## config.mk

```make
export PLATFORM = sky130hd
export DESIGN_NAME = bfe_fault_ctrl
export DESIGN_NICKNAME = d
export VERILOG_FILES = /design/src/rtl/bfe_pkg.sv /design/src/rtl/bfe_fault_ctrl.sv
export SDC_FILE = /design/constraint.sdc
export NUM_CORES = 1
export LEC_CHECK = 0
export ABC_CLOCK_PERIOD_IN_PS = 2500
export BUFFER_PORTS_ARGS = -buffer_cell sky130_fd_sc_hd__buf_2
export CAP_MARGIN = 20
export CORE_MARGIN = 10
export CORE_UTILIZATION = 30
export DETAILED_ROUTE_END_ITERATION = 7
export SYNTH_ARGS = -nofsm -noshare
export SYNTH_HDL_FRONTEND = slang
export SYNTH_SLANG_ARGS = --single-unit
export TNS_END_PERCENT = 5
```

## constraint.sdc

```tcl
create_clock -name core_clk -period 2.5 [get_ports core_clk]
set_clock_uncertainty 0.1 [all_clocks]
set_input_delay 0.5 -clock core_clk [delete_from_list [all_inputs] [get_ports core_clk]]
set_output_delay 0.5 -clock core_clk [all_outputs]
set_load 0.01 [all_outputs]
```

## src/rtl/bfe_pkg.sv

```systemverilog
// package with register map, field positions and timing for fault/event logic
// How it works
// - limit setup bits 5:3 pick input current limit, applied during soft-start
// - over-current opens blocking switch, enters buck, sets event bit 6
// - bus short in normal run opens switch, buck at max peak, sets status 2
// - bus below 90% of input after soft-start pre-POR: flag, wait 2 ss, retry
// - storage check starts 56 ms into pre-charge; short if below 0.7 V
// - storage short opens storage switch, stops converter, sets event bit 5
// - storage short latches converter off until por-falling or disable/enable
// - fast charge: short if storage below 0.7 V or below bus minus 0.2 V
// - no short check during measurement; no drop check in buck mode
// - reverse current with enable bit 6 set: open, buck, clear status 0, bit 4
// - storage over threshold field stops boost, sets status 3, no event flag or interrupt
// - boost resumes once storage fell 1 V below over-voltage threshold
// - junction above 125 C sets event bit 1 and interrupts
// - warning clear by writing 1 honoured only below 100 C
// - junction at 150 C sets event bit 0 and interrupts
// - shutdown: status 4 set turns all off, else buck down to buck-off
// - recover below 125 C; shutdown flag clear honoured only below 125 C
// - all control registers load fixed defaults at reset, host may rewrite
// - input over-voltage enabled by limit bit 7: bit 7, open switch, buck
// - storage short drives storage power good low
// - measurement done sets bit 3, conversion done sets bit 2, no action
// - bus power good held low whenever in buck mode
// - interrupt high on unmasked event until host clears all
package bfe_pkg;
    localparam logic [7:0] LIMIT_SETUP_OFS = 8'h00;
    localparam logic [7:0] SYSTEM_STATUS_OFS = 8'h04;
    localparam logic [7:0] SPECIAL_FUNCTION_OFS = 8'h08;
    localparam logic [7:0] EVENT_FLAG_OFS = 8'h0c;
    localparam logic [7:0] EVENT_MASK_OFS = 8'h10;
    localparam logic [7:0] OV_THRESHOLD_OFS = 8'h14;
    localparam logic [7:0] LIMIT_SETUP_RST = 8'h01;
    localparam logic [7:0] SYSTEM_STATUS_RST = 8'h00;
    localparam logic [7:0] SPECIAL_FUNCTION_RST = 8'h00;
    localparam logic [7:0] EVENT_MASK_RST = 8'hff;
    localparam logic [4:0] OV_THRESHOLD_RST = 5'h1f;
    localparam int LSP_OVP_EN_BIT = 7;
    localparam int LSP_ENA_BIT = 0;
    localparam int SYS_RB_ON_BIT = 0;
    localparam int SYS_BUS_FAIL_BIT = 2;
    localparam int SYS_STR_OV_BIT = 3;
    localparam int SYS_TSD_MODE_BIT = 4;
    localparam int SF_RB_EN_BIT = 6;
    localparam int EV_TSD = 0;
    localparam int EV_TWARN = 1;
    localparam int EV_ADC = 2;
    localparam int EV_MEAS = 3;
    localparam int EV_RBP = 4;
    localparam int EV_SCP = 5;
    localparam int EV_OCP = 6;
    localparam int EV_OVP = 7;
    localparam int CLK_MHZ = 25;
    localparam int PRECHARGE_CHECK_MS = 56;
    localparam int PRECHARGE_CHECK_CYC = PRECHARGE_CHECK_MS * CLK_MHZ * 1000;
    localparam int SOFT_START_TIME_MS = 1;
    localparam int SOFT_START_CYC = SOFT_START_TIME_MS * CLK_MHZ * 1000;
    localparam logic [1:0] RESP_OKAY = 2'b00;
    localparam logic [1:0] RESP_SLVERR = 2'b10;
    typedef enum logic [2:0] {
        BFE_OFF, BFE_SOFT_START, BFE_RETRY_WAIT, BFE_PRECHARGE,
        BFE_RUN, BFE_BUCK, BFE_LATCHED, BFE_SHUTDOWN
    } bfe_state_type;
endpackage : bfe_pkg

```

## src/rtl/bfe_fault_ctrl.sv

```systemverilog
// fault protection, sticky event flags and axi4-lite registers
//
// The AXI4-Lite register port and the register offsets were decided locally.
`timescale 1ns/1ps
`default_nettype none
module bfe_fault_ctrl
    import bfe_pkg::*;
#(
    parameter int PRECHARGE_CYC = PRECHARGE_CHECK_CYC,
    parameter int SS_CYC = SOFT_START_CYC
) (
    input wire logic core_clk,
    input wire logic rst,
    input wire logic [7:0] s_axi_awaddr,
    input wire logic s_axi_awvalid,
    output logic s_axi_awready,
    input wire logic [31:0] s_axi_wdata,
    input wire logic [3:0] s_axi_wstrb,
    input wire logic s_axi_wvalid,
    output logic s_axi_wready,
    output logic [1:0] s_axi_bresp,
    output logic s_axi_bvalid,
    input wire logic s_axi_bready,
    input wire logic [7:0] s_axi_araddr,
    input wire logic s_axi_arvalid,
    output logic s_axi_arready,
    output logic [31:0] s_axi_rdata,
    output logic [1:0] s_axi_rresp,
    output logic s_axi_rvalid,
    input wire logic s_axi_rready,
    input wire logic ena_pin,
    input wire logic in_ocp_cmp,
    input wire logic in_ovp_cmp,
    input wire logic bus_short_cmp,
    input wire logic bus_low_cmp,
    input wire logic rev_current_cmp,
    input wire logic str_low_cmp,
    input wire logic str_drop_cmp,
    input wire logic str_ov_cmp,
    input wire logic str_ov_release_cmp,
    input wire logic str_buck_off_cmp,
    input wire logic bus_por_fall_cmp,
    input wire logic tj_125_cmp,
    input wire logic tj_100_cmp,
    input wire logic tj_150_cmp,
    input wire logic por_done_in,
    input wire logic meas_active_in,
    input wire logic meas_done_in,
    input wire logic adc_done_in,
    output logic reverse_blocking_switch,
    output logic storage_disconnect_switch,
    output logic buck_mode,
    output logic buck_max_peak,
    output logic boost_en,
    output logic [2:0] input_current_limit,
    output logic current_ramp,
    output logic [4:0] storage_overvoltage_threshold,
    output logic all_off,
    output logic bus_power_good,
    output logic storage_power_good,
    output logic int_out
);
    localparam int NS = 15;
    // comparator and status inputs, all from the analog side
    logic [NS-1:0] raw_in, sync1_q, sync2_q;
    assign raw_in = {ena_pin, in_ocp_cmp, in_ovp_cmp, bus_short_cmp,
        bus_low_cmp, rev_current_cmp, str_low_cmp, str_drop_cmp,
        str_ov_cmp, str_ov_release_cmp, str_buck_off_cmp,
        bus_por_fall_cmp, tj_125_cmp, tj_100_cmp, tj_150_cmp};
    // two-flop synchroniser; first stage feeds only the second
    always_ff @(posedge core_clk) begin
        if (rst) begin
            sync1_q <= '0;
            sync2_q <= '0;
        end else begin
            sync1_q <= raw_in;
            sync2_q <= sync1_q;
        end
    end
    logic s_ena, s_ocp, s_ovp, s_bshort, s_blow, s_rev, s_slow, s_sdrop;
    logic s_sov, s_sovrel, s_bkoff, s_porf, s_t125, s_t100, s_t150;
    assign {s_ena, s_ocp, s_ovp, s_bshort, s_blow, s_rev, s_slow, s_sdrop,
        s_sov, s_sovrel, s_bkoff, s_porf, s_t125, s_t100, s_t150} = sync2_q;
    // digital-side pulses need one flop to line up, no synchroniser
    logic por_q, meas_act_q, meas_q, adc_q;
    always_ff @(posedge core_clk) begin
        if (rst) begin
            {por_q, meas_act_q, meas_q, adc_q} <= '0;
        end else begin
            {por_q, meas_act_q, meas_q, adc_q} <=
                {por_done_in, meas_active_in, meas_done_in, adc_done_in};
        end
    end

    // register file
    logic [7:0] lsp_q, lsp_d, sys_q, sys_d, sf_q, sf_d, flag_q, flag_d;
    logic [7:0] mask_q, mask_d;
    logic [4:0] ovt_q, ovt_d;
    logic aw_q, aw_d, w_q, w_d, bv_q, bv_d, rv_q, rv_d;
    logic [7:0] awa_q, awa_d;
    logic [31:0] wd_q, wd_d, rd_q, rd_d;
    logic [1:0] br_q, br_d, rr_q, rr_d;
    logic [7:0] ev_set, clr_req;
    logic sys_bus_set, sys_ov_set, rb_clear, rb_set;
    logic wr_go, rd_go;
    assign wr_go = aw_q && w_q && !bv_q;
    assign rd_go = s_axi_arvalid && !rv_q;

    // bus slave and register writes
    always_comb begin
        lsp_d = lsp_q;
        sf_d = sf_q;
        mask_d = mask_q;
        ovt_d = ovt_q;
        aw_d = aw_q;
        w_d = w_q;
        awa_d = awa_q;
        wd_d = wd_q;
        bv_d = bv_q;
        br_d = br_q;
        rv_d = rv_q;
        rd_d = rd_q;
        rr_d = rr_q;
        clr_req = '0;
        sys_d = sys_q;
        if (s_axi_awvalid && !aw_q) begin
            aw_d = 1'b1;
            awa_d = s_axi_awaddr;
        end
        if (s_axi_wvalid && !w_q) begin
            w_d = 1'b1;
            wd_d = s_axi_wdata;
            if (!s_axi_wstrb[0]) begin
                wd_d[7:0] = 8'h00;
            end
        end
        if (wr_go) begin
            aw_d = 1'b0;
            w_d = 1'b0;
            bv_d = 1'b1;
            br_d = RESP_OKAY;
            unique case (awa_q)
                LIMIT_SETUP_OFS: lsp_d = wd_q[7:0];
                SYSTEM_STATUS_OFS: sys_d[7:4] = wd_q[7:4];
                SPECIAL_FUNCTION_OFS: sf_d = wd_q[7:0];
                EVENT_FLAG_OFS: clr_req = wd_q[7:0];
                EVENT_MASK_OFS: mask_d = wd_q[7:0];
                OV_THRESHOLD_OFS: ovt_d = wd_q[4:0];
                default: br_d = RESP_SLVERR;
            endcase
        end
        if (bv_q && s_axi_bready) begin
            bv_d = 1'b0;
        end
        if (rd_go) begin
            rv_d = 1'b1;
            rr_d = RESP_OKAY;
            rd_d = '0;
            unique case (s_axi_araddr)
                LIMIT_SETUP_OFS: rd_d[7:0] = lsp_q;
                SYSTEM_STATUS_OFS: rd_d[7:0] = sys_q;
                SPECIAL_FUNCTION_OFS: rd_d[7:0] = sf_q;
                EVENT_FLAG_OFS: rd_d[7:0] = flag_q;
                EVENT_MASK_OFS: rd_d[7:0] = mask_q;
                OV_THRESHOLD_OFS: rd_d[4:0] = ovt_q;
                default: rr_d = RESP_SLVERR;
            endcase
        end else if (rv_q && s_axi_rready) begin
            rv_d = 1'b0;
        end
        // hardware status bits; set beats host clear, rb_clear beats rb_set
        if (sys_bus_set) sys_d[SYS_BUS_FAIL_BIT] = 1'b1;
        if (sys_ov_set) sys_d[SYS_STR_OV_BIT] = 1'b1;
        if (rb_set) sys_d[SYS_RB_ON_BIT] = 1'b1;
        if (rb_clear) sys_d[SYS_RB_ON_BIT] = 1'b0;
        if (wr_go && awa_q == SYSTEM_STATUS_OFS) begin
            sys_d[SYS_BUS_FAIL_BIT] = sys_bus_set;
            sys_d[SYS_STR_OV_BIT] = sys_ov_set;
        end
    end
    // temperature-gated clears for the thermal flags
    logic [7:0] clr_ok;
    always_comb begin
        clr_ok = clr_req;
        clr_ok[EV_TWARN] = clr_req[EV_TWARN] && s_t100;
        clr_ok[EV_TSD] = clr_req[EV_TSD] && !s_t125;
        flag_d = (flag_q & ~clr_ok) | ev_set;
    end

    // protection state machine
    bfe_state_type st_q, st_d;
    logic [31:0] cnt_q, cnt_d;
    logic ov_stop_q, ov_stop_d, max_pk_q, max_pk_d;
    logic enabled, rb_fault, ov_fault, tsd_hit;
    assign enabled = s_ena && lsp_q[LSP_ENA_BIT];
    assign ov_fault = s_ovp && lsp_q[LSP_OVP_EN_BIT];
    assign rb_fault = s_rev && sf_q[SF_RB_EN_BIT];
    assign tsd_hit = s_t150 && !flag_q[EV_TSD];
    always_comb begin
        st_d = st_q;
        cnt_d = cnt_q + 32'd1;
        ov_stop_d = ov_stop_q;
        max_pk_d = max_pk_q;
        ev_set = '0;
        sys_bus_set = 1'b0;
        sys_ov_set = 1'b0;
        rb_clear = 1'b0;
        rb_set = 1'b0;
        ev_set[EV_MEAS] = meas_q;
        ev_set[EV_ADC] = adc_q;
        ev_set[EV_TWARN] = s_t125;
        ev_set[EV_TSD] = s_t150;
        // boost over-voltage hysteresis
        if (s_sov) begin
            ov_stop_d = 1'b1;
            sys_ov_set = !ov_stop_q;
        end else if (s_sovrel) begin
            ov_stop_d = 1'b0;
        end
        unique case (st_q)
            BFE_OFF: begin
                cnt_d = '0;
                max_pk_d = 1'b0;
                if (enabled && !s_t125) st_d = BFE_SOFT_START;
            end
            BFE_SOFT_START: begin
                if (cnt_q >= 32'(SS_CYC - 1)) begin
                    cnt_d = '0;
                    if (s_blow && !por_q) begin
                        sys_bus_set = 1'b1;
                        st_d = BFE_RETRY_WAIT;
                    end else begin
                        rb_set = 1'b1;
                        st_d = BFE_PRECHARGE;
                    end
                end
            end
            BFE_RETRY_WAIT: begin
                if (cnt_q >= 32'(2 * SS_CYC - 1)) begin
                    cnt_d = '0;
                    st_d = BFE_SOFT_START;
                end
            end
            BFE_PRECHARGE: begin
                if (cnt_q >= 32'(PRECHARGE_CYC - 1)) begin
                    cnt_d = cnt_q;
                    if (s_slow && !meas_act_q) begin
                        ev_set[EV_SCP] = 1'b1;
                        st_d = BFE_LATCHED;
                    end else begin
                        st_d = BFE_RUN;
                    end
                end
            end
            BFE_RUN: begin
                // fast charge short check, suppressed while measuring
                if (!meas_act_q && (s_slow || s_sdrop)) begin
                    ev_set[EV_SCP] = 1'b1;
                    st_d = BFE_LATCHED;
                end else if (s_bshort) begin
                    sys_bus_set = 1'b1;
                    max_pk_d = 1'b1;
                    st_d = BFE_BUCK;
                end
            end
            BFE_BUCK: begin
                // drop check off in buck; only the low level counts
                if (!meas_act_q && s_slow) begin
                    ev_set[EV_SCP] = 1'b1;
                    st_d = BFE_LATCHED;
                end else if (!s_ocp && !ov_fault && !rb_fault && !s_bshort
                        && !s_t150
                        && !(flag_q[EV_TSD] && s_t125)) begin
                    max_pk_d = 1'b0;
                    cnt_d = '0;
                    st_d = BFE_SOFT_START;
                end
            end
            BFE_LATCHED: begin
                if (s_porf || !enabled) st_d = BFE_OFF;
            end
            BFE_SHUTDOWN: begin
                if (!s_t125) st_d = BFE_OFF;
            end
        endcase
        // faults that force buck from soft-start, pre-charge and run
        if (st_q inside {BFE_SOFT_START, BFE_PRECHARGE, BFE_RUN}) begin
            if (s_ocp) begin
                ev_set[EV_OCP] = 1'b1;
                st_d = BFE_BUCK;
            end
            if (ov_fault) begin
                ev_set[EV_OVP] = 1'b1;
                st_d = BFE_BUCK;
            end
            if (rb_fault) begin
                ev_set[EV_RBP] = 1'b1;
                st_d = BFE_BUCK;
            end
        end
        if (st_q != BFE_OFF && st_d == BFE_BUCK && st_q != BFE_BUCK) begin
            rb_clear = 1'b1;
        end
        // a latched storage short stays latched even on overheat
        if (tsd_hit && !(st_q inside {BFE_SHUTDOWN, BFE_LATCHED})) begin
            rb_clear = 1'b1;
            st_d = sys_q[SYS_TSD_MODE_BIT] ? BFE_SHUTDOWN : BFE_BUCK;
        end
        if (!enabled && st_q != BFE_LATCHED) st_d = BFE_OFF;
    end
    always_ff @(posedge core_clk) begin
        if (rst) begin
            lsp_q <= LIMIT_SETUP_RST;
            sys_q <= SYSTEM_STATUS_RST;
            sf_q <= SPECIAL_FUNCTION_RST;
            flag_q <= '0;
            mask_q <= EVENT_MASK_RST;
            ovt_q <= OV_THRESHOLD_RST;
            {aw_q, w_q, bv_q, rv_q} <= '0;
            awa_q <= '0;
            wd_q <= '0;
            rd_q <= '0;
            br_q <= '0;
            rr_q <= '0;
            st_q <= BFE_OFF;
            cnt_q <= '0;
            ov_stop_q <= 1'b0;
            max_pk_q <= 1'b0;
        end else begin
            lsp_q <= lsp_d;
            sys_q <= sys_d;
            sf_q <= sf_d;
            flag_q <= flag_d;
            mask_q <= mask_d;
            ovt_q <= ovt_d;
            {aw_q, w_q, bv_q, rv_q} <= {aw_d, w_d, bv_d, rv_d};
            awa_q <= awa_d;
            wd_q <= wd_d;
            rd_q <= rd_d;
            br_q <= br_d;
            rr_q <= rr_d;
            st_q <= st_d;
            cnt_q <= cnt_d;
            ov_stop_q <= ov_stop_d;
            max_pk_q <= max_pk_d;
        end
    end
    // registered outputs
    always_ff @(posedge core_clk) begin
        if (rst) begin
            reverse_blocking_switch <= 1'b0;
            storage_disconnect_switch <= 1'b0;
            buck_mode <= 1'b0;
            buck_max_peak <= 1'b0;
            boost_en <= 1'b0;
            current_ramp <= 1'b0;
            all_off <= 1'b1;
            bus_power_good <= 1'b0;
            storage_power_good <= 1'b0;
            int_out <= 1'b0;
            input_current_limit <= LIMIT_SETUP_RST[5:3];
            storage_overvoltage_threshold <= OV_THRESHOLD_RST;
        end else begin
            reverse_blocking_switch <= st_d inside
                {BFE_SOFT_START, BFE_PRECHARGE, BFE_RUN};
            storage_disconnect_switch <= st_d inside
                {BFE_PRECHARGE, BFE_RUN, BFE_BUCK};
            buck_mode <= st_d == BFE_BUCK
                && !(flag_q[EV_TSD] && s_bkoff);
            buck_max_peak <= max_pk_d;
            boost_en <= st_d inside {BFE_PRECHARGE, BFE_RUN}
                && !ov_stop_d;
            current_ramp <= st_d == BFE_SOFT_START;
            all_off <= st_d inside {BFE_OFF, BFE_SHUTDOWN};
            bus_power_good <= st_d == BFE_RUN;
            storage_power_good <= st_d != BFE_LATCHED
                && st_d != BFE_OFF;
            int_out <= |(flag_d & ~mask_d);
            input_current_limit <= lsp_d[5:3];
            storage_overvoltage_threshold <= ovt_d;
        end
    end
    assign s_axi_awready = !aw_q;
    assign s_axi_wready = !w_q;
    assign s_axi_bvalid = bv_q;
    assign s_axi_bresp = br_q;
    assign s_axi_arready = !rv_q;
    assign s_axi_rvalid = rv_q;
    assign s_axi_rdata = rd_q;
    assign s_axi_rresp = rr_q;
endmodule : bfe_fault_ctrl
`default_nettype wire

```

==> metrics.yaml, run 1 <==
swShare_pct: 24.3
grt_pass1_wl_um: 28900
fin_crit_ns: 2.39
wl_per_cell_um: 14.4
start_util_pct: 30.4
cts.reportedPaths.clkPinSlew_ns: 0.07
area_delta_synth_final_pct: 23.1
detail-route-antenna-nets: 0
pin_count: 137
drive_gt1_share_pct: 23.1
pwr-share-clk_pct: 47.6
multi_input_area_mm2: 0.00369
finalPower_w: 0.00556
ff2ff_path_depth: 8
diodes: 0
place_area_mm2: 0.00807
antenna_found_initial: 0
fin_area_mm2: 0.00873
slew_headroom_pct: 65.0
dp_cells: 1214
rsz0062_at_grt: "true"
p_per_area_mw_per_mm2: 637
cp-start-kind: "flip-flop"
rr_endpoint: "storage_power_good$_SDFF_PP0_"
setup_viol: 0
tightestPinTransition_ns: 0.524
vias: 5777
maxCapViolations: 0
vias_per_cell: 4.64
stdcell_count: 1246
synth_common_cells: "dfxtp_1, nor2_1, nand2_1, nor2b_1, a21oi_1"
endpoint_kind: "flip-flop"
postCtsHoldBufs: 0
syn_inst: 796
regArea_mm2: 0.00309
dieHeight_um: 174
cp.required_ns: 2.69
ctsLongestPathBuffers: 2
post_cts_buffers: 0
hp-start: "s_axi_rready"
rows: 56
comb_power_share_pct: 6.3
worst_hold_slack_ns: 0.146
min_path_cells: 2
wl_um: 17900
port_buffers: 83
crit_type: "reg -> reg"
layout.nets: 993
dp_hpwl_um: 13400
reg2reg_from: "cnt_q[10]$_SDFFE_PP0P_"
synth_seq_cells: 154
seqPwrFrac_pct: 46.2
p_int_w: 0.00421
synthTopCellsByArea: "dfxtp_1, nor2_1, nor2b_1, mux2i_1, nand2_1"
fp.dieArea_mm2: 0.0302
critPathArrivalTime_ns: 2.58
fmax_ghz: 0.418
gp_congestion: 0.869
yosys.cell_types.count: 80
cts_sinks: 154
grt_pass1_vias: 5623
timing.final.crit_share_pct: 95.7
hp-class: "in -> reg"
ctsHtreeMaxLevel: 4
syn-cell-area_mm2: 0.00709
yosys.area.top_type: "dfxtp_1"
synth-edff-count: 0
synth.most_common_cell: "dfxtp_1"
cts_tree: "done"
yosys_warnings: 0
die_w_um: 174
synth_flop_cell: "dfxtp_1"
r2r_slack_ns: 0.11
avgSynthCellArea_um2: 8.91
grt_max_degree: 44
leakage_nw: 3.45
outcome: "completed"
cts_buffers: 17
drtIter0Drc: 328
grt_overflow: 0
core_mm2: 0.0233
async_flop_share_pct: 0
synth.top_cell.area_share_pct: 43.5
slew_violations: 0
final-hold-violation-count: 0
clock_latency_ns: 0.43
ys_seq_area_share_pct: 43.5
track_usage_pct: 11.6
power_switching_w: 0.00135
drcViolationCount: 0
cp_max_fo: 5
first_pass_iters: 7
clockRootBuffer: "clkbuf_16"
hold-path-endpoint: "s_axi_rvalid$_SDFFE_PP0P_"
fillers: 2406
peakVddDrop_mv: 0.497
## how the worst max path moves through the flow
stage / slack (ns) / startpoint / to / cells after the start
5_1_grt: -0.03 / cnt_q[27]$_SDFFE_PP0P_ / buck_mode$_SDFF_PP0_ / 9
4_1_cts: 0.04 / cnt_q[0]$_SDFFE_PP0P_ / current_ramp$_SDFF_PP0_ / 9
6_report: 0.11 / cnt_q[10]$_SDFFE_PP0P_ / storage_power_good$_SDFF_PP0_ / 8
3_3_place_gp: 0.06 / s_axi_araddr[0] / s_axi_rdata[7]$_SDFFE_PP0P_ / 7
2_1_floorplan: 0.21 / cnt_q[0]$_SDFFE_PP0P_ / storage_power_good$_SDFF_PP0_ / 8
3_5_place_dp: 0.01 / s_axi_araddr[0] / s_axi_rdata[7]$_SDFFE_PP0P_ / 7
## critical path, stage by stage, from the launching register on
cell	delay, ns
dfxtp_1	0.32
or4_4	0.55
a32o_1	0.23
a211o_1	0.28
a221oi_2	0.28
a21boi_1	0.12
buf_4	0.16
nor2_1	0.12
o211ai_1	0.10
## power by group through the flow
stage	registers, W	logic, W	clock network (W)
3_5_place_dp	0.00262	0.000348	0
2_1_floorplan	0.00261	0.000246	0
6_report	0.00257	0.000348	0.00265
3_3_place_gp	0.00262	0.000345	0
4_1_cts	0.00257	0.000349	0.00271
5_1_grt	0.00257	0.000389	0.00280
## registers in the layout, summed over array words and instances, names as in the netlist, 3 cells and up
register                       flops
sync1_q                           15
cnt_q                             32
storage_overvoltage_threshold      5
lsp_q                              8
flag_q                             8
sys_q                              7
mask_q                             8
wd_q                               8
st_q                               3
s_axi_rdata                        8
awa_q                              8
sf_q                               8
sync2_q                           15
## what timing repair did
action                     CTS  global route
gates resized for setup      0            12
setup endpoints to repair    0            22
hold endpoints to repair     0             0
## layer usage
layer  track usage, %  part of all wire, %
met1             15.1                   49
met2             18.2                   46
met3             2.81                  4.4
met4             4.13                  1.2
met5                0                    0
## cell families after synthesis
group,after synthesis,share of synthesized area (%)
AOI/OAI and AO/OA,139,14.4
xor gates and xnor gates,31,3.83
adders and majority gates,1,0.176
buffers and inverters,79,6.39
DFF,154,43.5
muxes,38,6.07
other,1,0.0529
and+or+nand+nor,353,25.6
## cell usage in the layout, fill, tap and decap left out, types with 10 or more instances in the layout
cell type,synthesis,routed
nor2_1,116,116
nand2_1,63,63
conb_1,1,26
o211ai_1,10,10
buf_2,4,82
a211oi_1,16,15
buf_4,31,55
a21oi_1,38,37
dfxtp_1,154,151
nor2b_1,56,56
nor3_1,15,15
nand3_1,25,25
o21ai_0,14,14
xnor2_1,22,22
inv_1,12,12
clkbuf_16,0,17
mux2i_1,34,34
nand2b_1,10,10
## metrics by stage
step	setup WS, ns	utilization (%)	TNS (ns)
4_1_cts	0.0447	37.2	0
3_5_place_dp	0.0135	34.6	0
3_3_place_gp	0.0611	34.6	0
5_1_grt	-0.0325	37.4	-0.0855
2_1_floorplan	0.207	-	0
6_report	0.108	37.4	0
## cell type report
| type | instances | share of cell area (%) |
|---|---|---|
| clock inverter | 14 | 1.98 |
| tap | 319 | 4.57 |
| multi-input combinational | 588 | 42.3 |
| inverter | 12 | 0.516 |
| timing repair buffer | 141 | 10.3 |
| sequential | 154 | 35.4 |
| clock buffer | 18 | 5.03 |
Note: power is estimated with default switching activity, not from simulation.
==> run 2, diff against run 1 <==
ABC_CLOCK_PERIOD_IN_PS = 3000   (was 2500)
clock period = 3 ns   (was 2.5 ns; I/O delays follow)
==> run 2 against run 1 <==
Net effect: largest cell class unchanged; count of clock-buffer cells in the layout increased by 1; first-iteration DRC count increased by 21%; clock power decreased by 18%; sequential power decreased by 16%; sequential share of layout area increased by 1.9 points; wire length decreased by 3.6%; critical endpoint is now buck_mode$_SDFF_PP0_; flip-flop and latch count unchanged.
==> metrics.yaml, run 2 (synthesis gave the netlist of run 1 again) <==
vias_per_cell: 4.67  # was 4.64
critical-path-top-delay-family: "compound AO/OA/AOI/OAI gates"  # unchanged
tightestPinTransition_ns: 0.599  # was 0.524 ns
grt_max_degree: 51  # was 44
vias: 5599  # was 5777
fp.dieArea_mm2: 0.0302  # unchanged
largest_registers: "cnt_q: 32 flops, sync1_q: 15 flops, sync2_q: 15 flops"  # unchanged
pwr-share-clk_pct: 47.4  # was 47.6%
fin_crit_ns: 2.63  # was 2.39 ns
critPathLaunch: "cnt_q[0]$_SDFFE_PP0P_"  # was cnt_q[10]$_SDFFE_PP0P_
r2r_slack_ns: 0.37  # was 0.11 ns
comb_power_share_pct: 5.8  # was 6.3%
cts_resized: 0  # unchanged
ctsHtreeMaxLevel: 4  # unchanged
cts_tree: "done"  # unchanged
hp-start: "s_axi_rready"  # unchanged
dieHeight_um: 174  # unchanged
gp_congestion: 0.863  # was 0.869
wl_um: 17300  # was 17900 um
final_common_cell: "dfxtp_1"  # unchanged
timing.final.crit_share_pct: 87.8  # was 95.7%
diodes: 0  # unchanged
cpPeakStageDelay_ns: 0.43  # was 0.55 ns
swShare_pct: 24.0  # was 24.3%
grt_pass1_vias: 5341  # was 5623
dp_hpwl_um: 12800  # was 13400 um
cts_buffers: 17  # unchanged
cts_sinks: 154  # unchanged
path_cells: "ha_1 > a211oi_1 > o211ai_1 > a2111oi_4 > a221oi_2 > a21boi_1 > o211ai_1 > a221oi_2"  # was or4_4 > a32o_1 > a211o_1 > a221oi_2 > a21boi_1 > buf_4 > nor2_1 > o211ai_1
maxCapViolations: 0  # unchanged
tns_ns: 0  # unchanged
place_ws_ns: 0.401  # was 0.0135 ns
reg2reg_from: "cnt_q[0]$_SDFFE_PP0P_"  # was cnt_q[10]$_SDFFE_PP0P_
ctsLongestPathBuffers: 2  # unchanged
fillers: 2403  # was 2406
grt_overflow: 0  # unchanged
cp-start-kind: "flip-flop"  # unchanged
peakVddDrop_mv: 0.400  # was 0.497 mV
fmax_ghz: 0.380  # was 0.418 GHz
largest_reg_flops: 32  # unchanged
drtIter0Drc: 398  # was 328
rsz0062_at_grt: "false"  # was true
outcome: "completed"  # unchanged
seqPwrFrac_pct: 46.8  # was 46.2%
cp_max_fo: 5  # unchanged
setup_ws_ns: 0.366  # was 0.108 ns
grt_pass1_wl_um: 28000  # was 28900 um
post_cts_buffers: 0  # unchanged
core_mm2: 0.0233  # unchanged
drcViolationCount: 0  # unchanged
first_pass_iters: 4  # was 7
slowest_stage: "a2111oi_4"  # was or4_4
detail-route-antenna-nets: 0  # unchanged
wl_per_cell_um: 14.4  # about the same
drive_gt1_share_pct: 17.7  # was 23.1%
p_int_w: 0.00348  # was 0.00421 W
layout_common_cells: "dfxtp_1, nor2_1, buf_2, nand2_1, nor2b_1"  # unchanged
setup_viol: 0  # unchanged
hp-class: "in -> reg"  # unchanged
leakage_nw: 3.18  # was 3.45 nW
slew_headroom_pct: 60.0  # was 65.0%
critPathBufInv: 0  # was 1
final-hold-violation-count: 0  # unchanged
p_per_area_mw_per_mm2: 554  # was 637 mW/mm^2
layout.nets: 946  # was 993
die_w_um: 174  # unchanged
finish.utilization_pct: 35.5  # was 37.4%
endpoint_kind: "flip-flop"  # unchanged
antenna_found_initial: 0  # unchanged
cts.reportedPaths.clkPinSlew_ns: 0.06  # was 0.07 ns
clockRootBuffer: "clkbuf_16"  # unchanged
area_delta_synth_final_pct: 16.7  # was 23.1%
port_buffers: 83  # unchanged
power_switching_w: 0.00110  # was 0.00135 W
start_util_pct: 30.4  # unchanged
postCtsHoldBufs: 0  # unchanged
pin_count: 137  # unchanged
track_usage_pct: 11.4  # was 11.6%
crit_type: "reg -> reg"  # unchanged
critPathArrivalTime_ns: 2.88  # was 2.58 ns
clock_latency_ns: 0.43  # about the same
cp.required_ns: 3.24  # was 2.69 ns
slew_violations: 0  # unchanged
top_register: "cnt_q"  # unchanged
rows: 56  # unchanged
## run 2: layer usage
layer / vias to the layer above / wire length [um] / track usage (%)
met4: 0 / 251 / 4.20
met2: 120 / 7850 / 17.6
li1: 2871 / - / -
met1: 2589 / 8470 / 14.8
met3: 19 / 725 / 2.96
met5: - / 0 / 0
## run 2: per-stage QoR
step	area (um^2)	cells	total power [W]	hold WS [ns]
after floorplan	7180	821	0.00238	0.313
after detailed placement	7680	1167	0.00246	0.322
after CTS	8280	1199	0.00464	0.219
final	8280	1199	0.00459	0.242
after global placement	7680	1167	0.00246	0.319
after global routing	8280	1199	0.00476	0.233
## run 2: layout make-up
type                       instances  area [um^2]  area share [%]
multi-input combinational        588         3650            44.1
sequential                       154         3080            37.2
clock inverter                    13          159            1.92
inverter                          12         45.0           0.544
timing repair buffer              94          500            6.05
tap                              319          399            4.82
clock buffer                      19          443            5.35
## run 2: worst register-to-register path, delay by kind of cell (launching register included)
family	cells	cell delay, ns
flip-flops	1	0.34
adder cells (fa/ha/maj)	1	0.26
AO/OA/AOI/OAI	7	1.86
## run 2: final timing paths
kind                               endpoint  depth (start not counted)
hold reg to reg       sync2_q[6]$_SDFF_PP0_                          1
hold / removal    s_axi_rvalid$_SDFFE_PP0P_                          2
setup reg to reg       buck_mode$_SDFF_PP0_                          8
setup / recovery       buck_mode$_SDFF_PP0_                          8
## run 2: power by group through the flow
| stage | combinational [W] | clock (W) | sequential, W |
|---|---|---|---|
| 2_1_floorplan | 0.000205 | 0 | 0.00218 |
| 3_3_place_gp | 0.000268 | 0 | 0.00219 |
| 3_5_place_dp | 0.000269 | 0 | 0.00219 |
| 4_1_cts | 0.000270 | 0.00223 | 0.00214 |
| 5_1_grt | 0.000300 | 0.00231 | 0.00215 |
| 6_report | 0.000268 | 0.00217 | 0.00215 |
==> run 3, diff against run 2 <==
ABC_CLOCK_PERIOD_IN_PS = 3400   (was 3000)
PLACE_DENSITY = 0.59   (was unset)
clock period = 3.4 ns   (was 3 ns; I/O delays follow)
==> run 3 against run 2 <==
Net effect: worst setup slack better by 0.46 ns; non-clock buffer count shrank 7; first-iteration DRC count is 19% lower; worst hold slack gained 0.094 ns; wire length about the same; via count increased by 0.23%; maximum frequency grew 2.2%; sequential power is 12% lower; clock power fell by 8%; critical path type unchanged; critical endpoint is now cnt_q[31]$_SDFFE_PP0P_.
==> metrics.yaml, run 3 (synthesis gave the netlist of run 1 again) <==
cpPeakStageDelay_ns: 0.63  # was 0.43 ns
clockRootBuffer: "clkbuf_16"  # unchanged
p_per_area_mw_per_mm2: 499  # was 554 mW/mm^2
wl_per_cell_um: 14.5  # was 14.4 um
finalPower_w: 0.00412  # was 0.00459 W
timing.final.crit_share_pct: 75.8  # was 87.8%
maxCapViolations: 0  # unchanged
swShare_pct: 22.6  # was 24.0%
setup_viol: 0  # unchanged
dp_hpwl_um: 12800  # about the same
diodes: 0  # unchanged
postCtsHoldBufs: 0  # unchanged
layout_common_cells: "dfxtp_1, nor2_1, buf_2, nand2_1, nor2b_1"  # unchanged
endpoint_kind: "flip-flop"  # unchanged
cts.reportedPaths.clkPinSlew_ns: 0.06  # about the same
slew_headroom_pct: 39.1  # was 60.0%
rsz0062_at_grt: "false"  # unchanged
ctsLongestPathBuffers: 2  # unchanged
path_cells: "ha_1 > nand2_1 > o311ai_2 > a211oi_4 > o211ai_1 > nor3_1 > xnor2_1 > nor2_1"  # was ha_1 > a211oi_1 > o211ai_1 > a2111oi_4 > a221oi_2 > a21boi_1 > o211ai_1 > a221oi_2
drive_gt1_share_pct: 17.1  # was 17.7%
tightestPinTransition_ns: 0.911  # was 0.599 ns
critical-path-top-delay-family: "compound AO/OA/AOI/OAI gates"  # unchanged
dp_cells: 1160  # was 1167
fp.dieArea_mm2: 0.0302  # unchanged
start_util_pct: 30.4  # unchanged
post_cts_buffers: 0  # unchanged
final_common_cell: "dfxtp_1"  # unchanged
ctsHtreeMaxLevel: 4  # unchanged
area_delta_synth_final_pct: 16.3  # was 16.7%
cp-start-kind: "flip-flop"  # unchanged
worst_hold_slack_ns: 0.336  # was 0.242 ns
cp_max_fo: 8  # was 5
grt_overflow: 0  # unchanged
comb_power_share_pct: 5.7  # was 5.8%
rows: 56  # unchanged
crit_type: "reg -> reg"  # unchanged
track_usage_pct: 11.4  # about the same
pwr-share-clk_pct: 48.3  # was 47.4%
largest_reg_flops: 32  # unchanged
power_switching_w: 0.000932  # was 0.00110 W
gp_congestion: 0.877  # was 0.863
cp.required_ns: 3.61  # was 3.24 ns
tns_ns: 0  # unchanged
antenna_found_initial: 1  # was 0
pin_count: 137  # unchanged
grt_max_degree: 62  # was 51
fmax_ghz: 0.388  # was 0.380 GHz
vias: 5612  # was 5599
leakage_nw: 3.17  # was 3.18 nW
cts_tree: "done"  # unchanged
core_mm2: 0.0233  # unchanged
grt_pass1_vias: 5417  # was 5341
finish.utilization_pct: 35.3  # was 35.5%
fin_crit_ns: 2.58  # was 2.63 ns
clock_latency_ns: 0.43  # about the same
fillers: 2408  # was 2403
final-hold-violation-count: 0  # unchanged
outcome: "completed"  # unchanged
stdcell_count: 1192  # was 1199
p_int_w: 0.00318  # was 0.00348 W
critPathBufInv: 0  # unchanged
port_buffers: 83  # unchanged
critPathArrivalTime_ns: 2.78  # was 2.88 ns
hp-class: "reg -> reg"  # was in -> reg
dieHeight_um: 174  # unchanged
die_w_um: 174  # unchanged
cts_buffers: 17  # unchanged
drtIter0Drc: 321  # was 398
cts_sinks: 154  # unchanged
drcViolationCount: 0  # unchanged
layout.nets: 939  # was 946
largest_registers: "cnt_q: 32 flops, sync1_q: 15 flops, sync2_q: 15 flops"  # unchanged
grt_pass1_wl_um: 28300  # was 28000 um
cts_resized: 0  # unchanged
vias_per_cell: 4.71  # was 4.67
slew_violations: 0  # unchanged
wl_um: 17300  # about the same
peakVddDrop_mv: 0.312  # was 0.400 mV
slowest_stage: "o211ai_1"  # was a2111oi_4
top_register: "cnt_q"  # unchanged
first_pass_iters: 5  # was 4
seqPwrFrac_pct: 46.0  # was 46.8%
detail-route-antenna-nets: 0  # unchanged
==> run 3: path summary, 6_finish.rpt <==
check | start | endpoint | slack [ns] | cells after the start
setup / recovery | cnt_q[0]$_SDFFE_PP0P_ | cnt_q[31]$_SDFFE_PP0P_ | 0.82 | 8
hold / removal | sync1_q[4]$_SDFF_PP0_ | sync2_q[4]$_SDFF_PP0_ | 0.34 | 1
setup reg to reg | cnt_q[0]$_SDFFE_PP0P_ | cnt_q[31]$_SDFFE_PP0P_ | 0.82 | 8
hold reg to reg | sync1_q[4]$_SDFF_PP0_ | sync2_q[4]$_SDFF_PP0_ | 0.34 | 1
==> run 3: stage by stage <==
| stage | area (um^2) | setup WS [ns] |
|---|---|---|
| 5_1_grt | 8250 | 0.552 |
| 3_3_place_gp | 7620 | 0.802 |
| 4_1_cts | 8250 | 0.772 |
| 3_5_place_dp | 7620 | 0.802 |
| 2_1_floorplan | 7180 | 1.01 |
| 6_report | 8250 | 0.823 |
==> run 3: final cells by class <==
type                       count  area (um^2)  share of cell area [%]
multi-input combinational    588         3650                    44.2
sequential                   154         3080                    37.4
timing repair buffer          87          448                    5.43
clock buffer                  18          429                    5.20
tap                          319          399                    4.84
clock inverter                14          195                    2.37
inverter                      12         45.0                   0.546
==> run 3: layer usage <==
layer / track usage [%] / vias up / wire [um]
li1: - / 2858 / -
met1: 15.1 / 2582 / 8430
met2: 17.2 / 145 / 7660
met3: 2.81 / 25 / 877
met4: 4.99 / 2 / 318
met5: 0 / - / 7
==> run 3: power groups by stage <==
stage               Sequential (W)  Combinational [W]  Clock, W
finish                     0.00189           0.000235   0.00199
global route               0.00190           0.000264   0.00211
CTS                        0.00189           0.000236   0.00205
detailed placement         0.00193           0.000235         0
global placement           0.00193           0.000233         0
floorplan                  0.00192           0.000181         0
==> run 3: worst register-to-register path, delay by kind of cell (launching register included) <==
kind,cells,cell delay [ns]
AOI/OAI and AO/OA,3,1.22
DFF,1,0.38
and+or+nand+nor,3,0.35
adders and majority gates,1,0.25
xor gates and xnor gates,1,0.17
